$ cat src/verilog/aopc_pkg.sv
// Shared constants and types for the serial stream packet output controller
package aopc_pkg;

    // Stream word layout: 8 data bits plus the packet-start flag
    localparam int          DATA_W       = 8;
    localparam int          FIFO_W       = 9;
    localparam int          FIFO_DEPTH   = 512;
    localparam int          LEVEL_W      = 10;
    localparam int          SYNC_BIT     = 8;
    localparam logic [7:0]  SYNC_PATTERN = 8'h47;

    // APB register map, byte addresses
    localparam int          ADDR_W    = 12;
    localparam logic [11:0] OFS_CTRL  = 12'h000;
    localparam logic [11:0] OFS_STAT  = 12'h004;
    localparam logic [11:0] OFS_BYTES = 12'h008;

    // Control register fields and reset value
    localparam int          CTRL_PKT_MODE = 0;
    localparam int          CTRL_ENABLE   = 1;
    localparam int          CTRL_FLUSH    = 2;
    localparam int          CTRL_USED_W   = 2;
    localparam logic [31:0] CTRL_RESET    = 32'h0000_0000;

    // Status register fields
    localparam int          STAT_LEVEL_LSB = 0;
    localparam int          STAT_OVF       = 16;
    localparam int          STAT_SYNC_ERR  = 17;
    localparam int          STAT_HOLD      = 18;
    localparam int          STAT_EMPTY     = 19;
    localparam int          STAT_FULL      = 20;

    // Release threshold: head packet start plus the next packet start
    localparam logic [9:0]  SYNC_RELEASE = 10'h002;

    // Read-side controller states
    typedef enum logic [2:0] {
        RD_SEEK = 3'b001,
        RD_HOLD = 3'b010,
        RD_SEND = 3'b100
    } aopc_rd_state_type;

endpackage

$ cat src/verilog/aopc_fifo.sv
// Show-ahead FIFO with valid and ready on both sides
`timescale 1ns/1ps
`default_nettype none
module aopc_fifo #(
    parameter int WIDTH   = 9,
    parameter int DEPTH   = 512,
    parameter int LEVEL_W = 10
) (
    input  wire logic               clk_sys,  // System clock
    input  wire logic               rst,      // Async reset, active high
    input  wire logic               clear,    // Empty the buffer
    input  wire logic               wrValid,  // Write request
    output logic                    wrReady,  // Space available
    input  wire logic [WIDTH-1:0]   wrData,   // Write word
    output logic                    rdValid,  // Head word present
    input  wire logic               rdReady,  // Pop head word
    output logic [WIDTH-1:0]        rdData,   // Head word
    output logic [LEVEL_W-1:0]      level     // Words held
);
    localparam int PTR_W = $clog2(DEPTH);

    logic [WIDTH-1:0] mem [DEPTH];
    logic [PTR_W:0]   wrPtr_r;
    logic [PTR_W:0]   rdPtr_r;
    wire              push;
    wire              pop;
    wire  [PTR_W:0]   fill;

    // Pointer difference gives fill level; extra bit separates full from empty
    assign fill    = wrPtr_r - rdPtr_r;
    assign level   = LEVEL_W'(fill);
    assign wrReady = (fill != (PTR_W+1)'(DEPTH));
    assign rdValid = (fill != '0);
    assign push    = wrValid & wrReady & ~clear;
    assign pop     = rdReady & rdValid & ~clear;
    assign rdData  = mem[rdPtr_r[PTR_W-1:0]];

    // Storage array, no reset needed
    always_ff @(posedge clk_sys) begin
        if (push) begin
            mem[wrPtr_r[PTR_W-1:0]] <= wrData;
        end
    end

    // Pointers
    always_ff @(posedge clk_sys or posedge rst) begin
        if (rst) begin
            wrPtr_r <= '0;
            rdPtr_r <= '0;
        end else if (clear) begin
            wrPtr_r <= '0;
            rdPtr_r <= '0;
        end else begin
            wrPtr_r <= wrPtr_r + (PTR_W+1)'(push);
            rdPtr_r <= rdPtr_r + (PTR_W+1)'(pop);
        end
    end
endmodule
`default_nettype wire

$ cat src/verilog/aopc_output_ctrl.sv
// Packet output controller: stream buffer, packet release logic and APB registers
`timescale 1ns/1ps
`default_nettype none
// Summary of operation
// - Control bit selects byte-wise sparse mode or packet-by-packet mode.
// - Output only on transmitter byte slots, so never above 216 Mbps.
// - Each output byte carries a valid qualifier; empty slots show it low.
// - Byte mode forwards every received byte unchanged, no packet grouping.
// - Packet buffer is 9 bits wide and 512 entries deep.
// - Buffer word holds 8 data bits and one packet-start flag bit.
// - Start flag kept only on start bytes equal to 47h; others clear.
// - Read side halts at a packet-start flag while writes continue.
// - Write side signals the read side on each packet-start flag written.
// - Read side then sends bytes until the next packet-start flag.
// - Writes at source rate; reads paced by the 27 MHz byte clock.
// - Packet mode output is aligned to the packet sync strobe.
// - Byte mode uses the buffer only for rate crossing, no holding.
// - A 32-bit control register on the register bus steers the block.
// - Source link has 8 data lines plus control lines inbound, and one ready line back.
// - Output bytes go in parallel to the serialising line transmitter.
// - Byte mode must be chosen when packets are assembled elsewhere.
module aopc_output_ctrl
    import aopc_pkg::*;
(
    input  wire logic              clk_sys,    // System clock, 25 MHz
    input  wire logic              rst,        // Async reset, active high
    // APB slave
    input  wire logic              psel,       // APB select
    input  wire logic              penable,    // APB access phase
    input  wire logic              pwrite,     // APB write
    input  wire logic [ADDR_W-1:0] paddr,      // APB byte address
    input  wire logic [31:0]       pwdata,     // APB write data
    output logic                   pready,     // APB ready
    output logic [31:0]            prdata,     // APB read data
    output logic                   pslverr,    // APB error, unmapped
    // Stream source receive group
    // source byte lines
    input  wire logic              srcValid,   // Byte strobe from source
    input  wire logic [DATA_W-1:0] srcData,    // Stream byte
    input  wire logic              srcStart,   // Packet start flag
    output logic                   srcReady,   // Buffer accepts byte
    // Line transmitter side
    input  wire logic              txByteClk,  // Byte clock from transmitter
    output logic [DATA_W-1:0]      txData,     // Parallel byte out
    output logic                   txValid,    // Data valid qualifier
    output logic                   txSync      // Packet sync strobe
);
    aopc_rd_state_type   state_r;
    aopc_rd_state_type   state_nxt;
    logic [31:0]         ctrl_r;
    logic [31:0]         prdata_r;
    logic [31:0]         byteCount_r;
    logic [LEVEL_W-1:0]  syncCount_r;
    logic                sentAny_r;
    logic                ovf_r;
    logic                syncErr_r;
    logic                flush_r;
    logic [DATA_W-1:0]   txData_r;
    logic                txValid_r;
    logic                txSync_r;

    wire                 slot;
    wire                 fifoWrReady;
    wire                 fifoRdValid;
    wire  [FIFO_W-1:0]   fifoRdData;
    wire  [LEVEL_W-1:0]  fifoLevel;
    wire  [FIFO_W-1:0]   wrWord;
    wire                 wrSync;
    wire                 push;
    wire                 pop;
    wire                 emit;
    wire                 drop;
    wire                 headSync;
    wire                 pktMode;
    wire                 enabled;
    wire                 fifoFull;
    wire                 apbSetup;
    wire                 apbWrite;
    wire                 apbAccess;
    wire                 selCtrl;
    wire                 selStat;
    wire                 selBytes;
    wire                 mapped;
    wire  [31:0]         statWord;
    wire  [31:0]         readWord;
    wire                 ovfSet;
    wire                 ovfClr;
    wire                 errSet;
    wire                 errClr;

    // Byte slot pacing from the transmitter byte clock
    // read pacing
    aopc_slot_sync u_slot (
        .clk_sys   (clk_sys),
        .rst       (rst),
        .slotIn    (txByteClk),
        .slotPulse (slot)
    );

    aopc_fifo #(
        .WIDTH   (FIFO_W),
        .DEPTH   (FIFO_DEPTH),
        .LEVEL_W (LEVEL_W)
    ) u_fifo (
        .clk_sys (clk_sys),
        .rst     (rst),
        .clear   (flush_r),
        .wrValid (push),
        .wrReady (fifoWrReady),
        .wrData  (wrWord),
        .rdValid (fifoRdValid),
        .rdReady (pop),
        .rdData  (fifoRdData),
        .level   (fifoLevel)
    );

    // Control fields
    // mode select
    assign pktMode  = ctrl_r[CTRL_PKT_MODE];
    assign enabled  = ctrl_r[CTRL_ENABLE];
    assign fifoFull = ~fifoWrReady;

    // Write side: flag only genuine 47h start bytes
    // start flag qualify
    assign wrSync   = srcStart & (srcData == SYNC_PATTERN);
    assign wrWord   = {wrSync, srcData};
    assign srcReady = enabled & fifoWrReady & ~flush_r;
    assign push     = srcValid & srcReady;

    // Read side decode
    assign headSync = fifoRdValid & fifoRdData[SYNC_BIT];
    assign emit = enabled & slot & fifoRdValid &
                  (~pktMode | ((state_r == RD_SEND) & ~(headSync & sentAny_r)));
    // Leading bytes before the first packet start are discarded
    assign drop = enabled & pktMode & (state_r == RD_SEEK) & fifoRdValid & ~headSync;
    assign pop  = emit | drop;

    // Packet release state machine
    always_comb begin
        state_nxt = state_r;
        if (!pktMode || !enabled) begin
            state_nxt = RD_SEEK;
        end else begin
            case (state_r)
                RD_SEEK: begin
                    if (headSync) begin
                        state_nxt = RD_HOLD;
                    end
                end
                RD_HOLD: begin
                    if ((syncCount_r >= SYNC_RELEASE) || fifoFull) begin
                        state_nxt = RD_SEND;
                    end
                end
                RD_SEND: begin
                    if (headSync && sentAny_r) begin
                        state_nxt = RD_HOLD;
                    end
                end
                default: begin
                    state_nxt = RD_SEEK;
                end
            endcase
        end
    end

    // State register and packet-tracking state
    // reset and flush clear
    always_ff @(posedge clk_sys or posedge rst) begin
        if (rst) begin
            state_r <= RD_SEEK;
        end else if (flush_r) begin
            state_r <= RD_SEEK;
        end else begin
            state_r <= state_nxt;
        end
    end

    // First byte of a released packet is its own start byte
    always_ff @(posedge clk_sys or posedge rst) begin
        if (rst) begin
            sentAny_r <= 1'b0;
        end else if (flush_r || state_nxt != RD_SEND) begin
            sentAny_r <= 1'b0;
        end else if (emit) begin
            sentAny_r <= 1'b1;
        end
    end

    // Count of start flags held; write side raises it, read side lowers it
    // detection indication
    always_ff @(posedge clk_sys or posedge rst) begin
        if (rst) begin
            syncCount_r <= '0;
        end else if (flush_r) begin
            syncCount_r <= '0;
        end else begin
            syncCount_r <= syncCount_r + LEVEL_W'(push & wrSync)
                                       - LEVEL_W'(pop & headSync);
        end
    end

    // Registered parallel output to the line transmitter
    // valid qualifier
    always_ff @(posedge clk_sys or posedge rst) begin
        if (rst) begin
            txData_r  <= '0;
            txValid_r <= 1'b0;
            txSync_r  <= 1'b0;
        end else begin
            txValid_r <= emit;
            txSync_r  <= emit & headSync;
            if (emit) begin
                txData_r <= fifoRdData[DATA_W-1:0];
            end
        end
    end

    assign txData  = txData_r;
    assign txValid = txValid_r;
    assign txSync  = txSync_r;

    // Sent byte counter, cleared by flush
    always_ff @(posedge clk_sys or posedge rst) begin
        if (rst) begin
            byteCount_r <= '0;
        end else if (flush_r) begin
            byteCount_r <= '0;
        end else if (emit) begin
            byteCount_r <= byteCount_r + 32'h0000_0001;
        end
    end

    // APB decode
    assign apbSetup  = psel & ~penable;
    assign apbAccess = psel & penable;
    assign apbWrite  = apbAccess & pwrite;
    assign selCtrl   = (paddr == OFS_CTRL);
    assign selStat   = (paddr == OFS_STAT);
    assign selBytes  = (paddr == OFS_BYTES);
    assign mapped    = selCtrl | selStat | selBytes;
    assign pready    = 1'b1;
    assign pslverr   = apbAccess & ~mapped;

    // Status word, reserved bits zero
    assign statWord = {11'h000, fifoFull, ~fifoRdValid, (state_r == RD_HOLD),
                       syncErr_r, ovf_r, 6'h00, fifoLevel};

    // Read mux
    assign readWord = selCtrl  ? ctrl_r :
                      selStat  ? statWord :
                      selBytes ? byteCount_r : 32'h0000_0000;

    // Read data captured in the setup phase
    always_ff @(posedge clk_sys or posedge rst) begin
        if (rst) begin
            prdata_r <= '0;
        end else if (apbSetup && !pwrite) begin
            prdata_r <= readWord;
        end
    end

    assign prdata = prdata_r;

    // Control register; flush bit is a self-clearing pulse
    // control register
    always_ff @(posedge clk_sys or posedge rst) begin
        if (rst) begin
            ctrl_r  <= CTRL_RESET;
            flush_r <= 1'b0;
        end else begin
            flush_r <= apbWrite & selCtrl & pwdata[CTRL_FLUSH];
            if (apbWrite && selCtrl) begin
                ctrl_r <= {30'h0000_0000, pwdata[CTRL_USED_W-1:0]};
            end
        end
    end

    // Sticky errors, write one to clear, a new event wins over the clear
    assign ovfSet = srcValid & ~srcReady & enabled;
    assign errSet = push & srcStart & ~wrSync;
    assign ovfClr = apbWrite & selStat & pwdata[STAT_OVF];
    assign errClr = apbWrite & selStat & pwdata[STAT_SYNC_ERR];

    always_ff @(posedge clk_sys or posedge rst) begin
        if (rst) begin
            ovf_r     <= 1'b0;
            syncErr_r <= 1'b0;
        end else begin
            ovf_r     <= ovfSet | (ovf_r & ~ovfClr);
            syncErr_r <= errSet | (syncErr_r & ~errClr);
        end
    end
endmodule
`default_nettype wire

$ cat src/verilog/aopc_slot_sync.sv
// Synchroniser and rising-edge detector for the transmitter byte slot clock
`timescale 1ns/1ps
`default_nettype none
module aopc_slot_sync (
    input  wire logic clk_sys,   // System clock
    input  wire logic rst,       // Async reset, active high
    input  wire logic slotIn,    // Byte clock from line transmitter
    output logic      slotPulse  // One pulse per byte slot
);
    logic meta_r;
    logic sync_r;
    logic prev_r;

    // Two-stage synchroniser, then an edge history stage
    always_ff @(posedge clk_sys or posedge rst) begin
        if (rst) begin
            meta_r <= 1'b0;
            sync_r <= 1'b0;
            prev_r <= 1'b0;
        end else begin
            meta_r <= slotIn;
            sync_r <= meta_r;
            prev_r <= sync_r;
        end
    end

    // Rising edge of the settled level
    assign slotPulse = sync_r & ~prev_r;
endmodule
`default_nettype wire
$ cat config.mk
export PLATFORM = sky130hd
export DESIGN_NAME = aopc_output_ctrl
export DESIGN_NICKNAME = d
export VERILOG_FILES = /design/src/verilog/aopc_pkg.sv /design/src/verilog/aopc_fifo.sv /design/src/verilog/aopc_output_ctrl.sv /design/src/verilog/aopc_slot_sync.sv
export SDC_FILE = /design/constraint.sdc
export NUM_CORES = 2
export LEC_CHECK = 0
export BUFFER_PORTS_ARGS = -buffer_cell sky130_fd_sc_hd__buf_2
export CAP_MARGIN = 30
export CELL_PAD_IN_SITES_DETAIL_PLACEMENT = 0
export CELL_PAD_IN_SITES_GLOBAL_PLACEMENT = 1
export CORE_ASPECT_RATIO = 0.6
export CORE_MARGIN = 2
export CORE_UTILIZATION = 55
export CTS_BUF_LIST = sky130_fd_sc_hd__clkbuf_2
export CTS_CLUSTER_SIZE = 40
export DETAILED_ROUTE_END_ITERATION = 16
export PLACE_DENSITY_LB_ADDON = 0.1
export SYNTH_ARGS = -nofsm -noshare
export SYNTH_HDL_FRONTEND = slang
export SYNTH_MEMORY_MAX_BITS = 65536
export SYNTH_SLANG_ARGS = --single-unit
$ cat constraint.sdc
create_clock -name clk_sys -period 9.75 [get_ports clk_sys]
set_input_delay 0 -clock clk_sys [delete_from_list [all_inputs] [get_ports clk_sys]]
set_output_delay 0 -clock clk_sys [all_outputs]
set_load 0.01 [all_outputs]
==> flow_summary.json <==
{
  "nFillCells": 23820,
  "max-slew-margin-rel_pct": 7.597,
  "crit_slowest_cell": "a22oi_1",
  "critPathKind": "register to register",
  "dieArea_um2": 337900,
  "yosys-top-cells-count": "edfxtp_1 (4,608), mux4_2 (1,290), nor2_1 (614)",
  "maxCapViolations": 0,
  "nNetsFinal": 9571,
  "dp.cells": 12620,
  "cts_tree": "done",
  "clkSlewWorstSetupHoldPaths_ns": 0.11,
  "synth.area.top_cells": "edfxtp_1 (76%), mux4_2 (16%), dfrtp_1 (1.6%)",
  "synth_most_common_cell": "edfxtp_1",
  "die_h_um": 451.1,
  "outcome": "completed",
  "dp_hpwl_mm": 319.5,
  "ir_worst_vdd_uv": 124.4,
  "grt_antenna_before_repair": 42,
  "crit_cells": 27,
  "io_buffers": 76,
  "multiInputGateArea_um2": 39750,
  "worst_slew_pin_slew_ns": 1.386,
  "cts_buffer_depth": 4,
  "path_delay_family": "compound AO/OA/AOI/OAI gates",
  "cp.arrival_ns": 10.27,
  "placement.cell_area_um2": 189500,
  "max_freq_ghz": 0.1186,
  "grt_max_degree": 183,
  "post-route-min-period_ns": 8.432,
  "dr.pass1.iters": 6,
  "max_stage_delay_ns": 1.10,
  "synth_cell_types": 73,
  "drtIter0Drc": 15660,
  "hold_violations": 0,
  "cts_buffers": 1069,
  "place.gp.congestion": 0.8780,
  "required_ns": 11.59,
  "gr-total-overflow": 0,
  "hold_path.class": "input port to asynchronous set/reset pin",
  "yosysWarnings": 0,
  "areaGrowthSynthToFinish_pct": 9.731,
  "cts_hold_buf": 121,
  "postCtsResizedCells": 0,
  "yosysSeqAreaShare_pct": 77.11,
  "ant_nets": 0,
  "critPathCaptureType": "register",
  "setup_viol": 0,
  "synthFlopType": "edfxtp_1",
  "grt_setup_unrepaired": "no",
  "fp.dieW_um": 749.1,
  "fin_area_um2": 201000,
  "fin_crit_sh_pct": 86.49,
  "netlist_instances": 8371,
  "critPathLaunchType": "register",
  "synth_top_area_cell": "edfxtp_1",
  "drc_errors": 0,
  "grt_pass1_vias": 93730,
  "start_util_pct": 55.15,
  "wire_per_inst_um": 35.63,
  "reg2reg_from": "u_fifo.rdPtr_r[3]$_DFF_PP0_",
  "skew_ns": 0.1796,
  "r2r_cells": 27,
  "synth_enable_flop_cells": 4608,
  "crit_buf_inv": 7,
  "synth_top_area_share_pct": 75.52,
  "synthArstFlopShare_pct": 2.456,
  "regArea_um2": 141300,
  "cts_max_level": 7,
  "wl_mm": 521.4,
  "crit_top_cell": "buf_4",
  "ios": 105,
  "drive_gt1_share_pct": 33.94,
  "stdcell_count": 14640,
  "setup_tns_ns": 0,
  "crit_path_max_fanout": 39,
  "clock-root-buffer": "clkbuf_2",
  "viasPerCell": 6.606,
  "avgSynthCellArea_um2": 21.89,
  "core_um2": 332200,
  "rows": 164,
  "num_vias": 96670,
  "synth_area_um2": 183200,
  "grt_pass1_wl_mm": 721.0,
  "synth_nets": 8464,
  "post_cts_buffers": 0,
  "clock_latency_ns": 2.12,
  "synth_seq_cells": 4724,
  "p_leak_nw": 62.26,
  "grt.total_usage_pct": 30.70,
  "p_per_area_nw_per_um2": 176.2,
  "clock_sinks": 4724,
  "drv_slew": 0,
  "critPathLaunch": "u_fifo.rdPtr_r[3]$_DFF_PP0_"
}
flip-flops by register name, indices dropped and copies added, names as in the netlist:
| register | flops |
|---|---|
| txSync | 1 |
| prdata | 32 |
| sentAny_r | 1 |
| syncCount_r | 10 |
| u_fifo.wrPtr_r | 10 |
| u_fifo.mem | 4608 |
| state_r | 3 |
| u_slot.prev_r | 1 |
| u_slot.meta_r | 1 |
| byteCount_r | 32 |
| flush_r | 1 |
| ovf_r | 1 |
| txValid | 1 |
| syncErr_r | 1 |
| u_slot.sync_r | 1 |
| txData | 8 |
| ctrl_r | 2 |
| u_fifo.rdPtr_r | 10 |
worst reg2reg max path, delay by kind of cell (launching register included):
family	cells	cell delay (ns)
adder cells (fa/ha/maj)	3	0.98
flip-flops	1	0.75
AND/OR/NAND/NOR	5	1.04
AO/OA/AOI/OAI	11	2.94
XOR/XNOR	1	0.17
buffers and inverters	7	2.40
routing by layer:
metal | vias up | wire length [µm] | global-route usage [%]
met2 | 6457 | 220400 | 41.04
met3 | 722 | 72750 | 10.29
li1 | 38050 | - | -
met1 | 51430 | 216500 | 48.79
met5 | - | 199 | 0.1982
met4 | 22 | 11550 | 8.019
metrics by stage:
stage | utilization (%) | hold slack, ns | worst slack, ns | power (mW)
floorplan | - | 0.03143 | 0.2180 | 22.87
global placement | 56.92 | 0.1010 | 1.557 | 23.22
detailed placement | 57.05 | 0.1016 | 1.762 | 23.25
CTS | 60.29 | 0.0007665 | 1.776 | 35.61
global route | 60.50 | 0.1483 | 1.382 | 36.60
finish | 60.52 | 0.2767 | 1.318 | 35.43
cell type report:
type | instances | area share, %
Sequential cell | 4724 | 70.28
Multi-Input combinational cell | 3118 | 19.77
Clock buffer | 1589 | 3.956
Tap cell | 4399 | 2.738
Timing Repair Buffer | 538 | 2.434
Clock inverter | 208 | 0.7219
Inverter | 27 | 0.05663
Antenna cell | 32 | 0.03983
power breakdown:
group / leakage, nW / internal [mW] / switching [mW]
Clock: 7.36 / 4.91 / 7.68
Sequential: 41.9 / 22.2 / 0.0125
Combinational: 13.0 / 0.152 / 0.440
Total: 62.3 / 27.3 / 8.13
logic make-up after synthesis:
group | Yosys count | synth area share [%]
multiplexers | 1392 | 16.42
AND/OR/NAND/NOR | 1086 | 2.521
XOR/XNOR | 30 | 0.1434
buffers and inverters | 529 | 1.332
AO/OA/AOI/OAI | 576 | 2.236
other | 1 | 0.002047
adder cells (fa/ha/maj) | 33 | 0.2336
flip-flops | 4724 | 77.11
worst paths after layout:
kind	endpoint	slack, ns
worst min register to register	u_slot.prev_r$_DFF_PP0_	0.39
worst max register to register	syncCount_r[8]$_DFF_PP0_	1.32
max in group asynchronous	u_fifo.rdPtr_r[0]$_DFF_PP0_	8.35
worst max-delay path	syncCount_r[8]$_DFF_PP0_	1.32
worst min-delay path	txData[1]$_DFFE_PP0N_	0.28
min in group clk_sys	u_fifo.mem[279][6]$_DFFE_PP_	0.28
cells in the final DEF (no fill, tap or decap), drive strengths merged, types with 87 or more instances in the layout:
cell	count
a22oi	87
clkinv	137
nand2	229
dlygate4sd3	111
mux4	1290
nor2	614
dfrtp	115
buf	422
mux2i	90
edfxtp	4608
clkbuf	1594
Note: power is estimated with default switching activity, not from simulation.
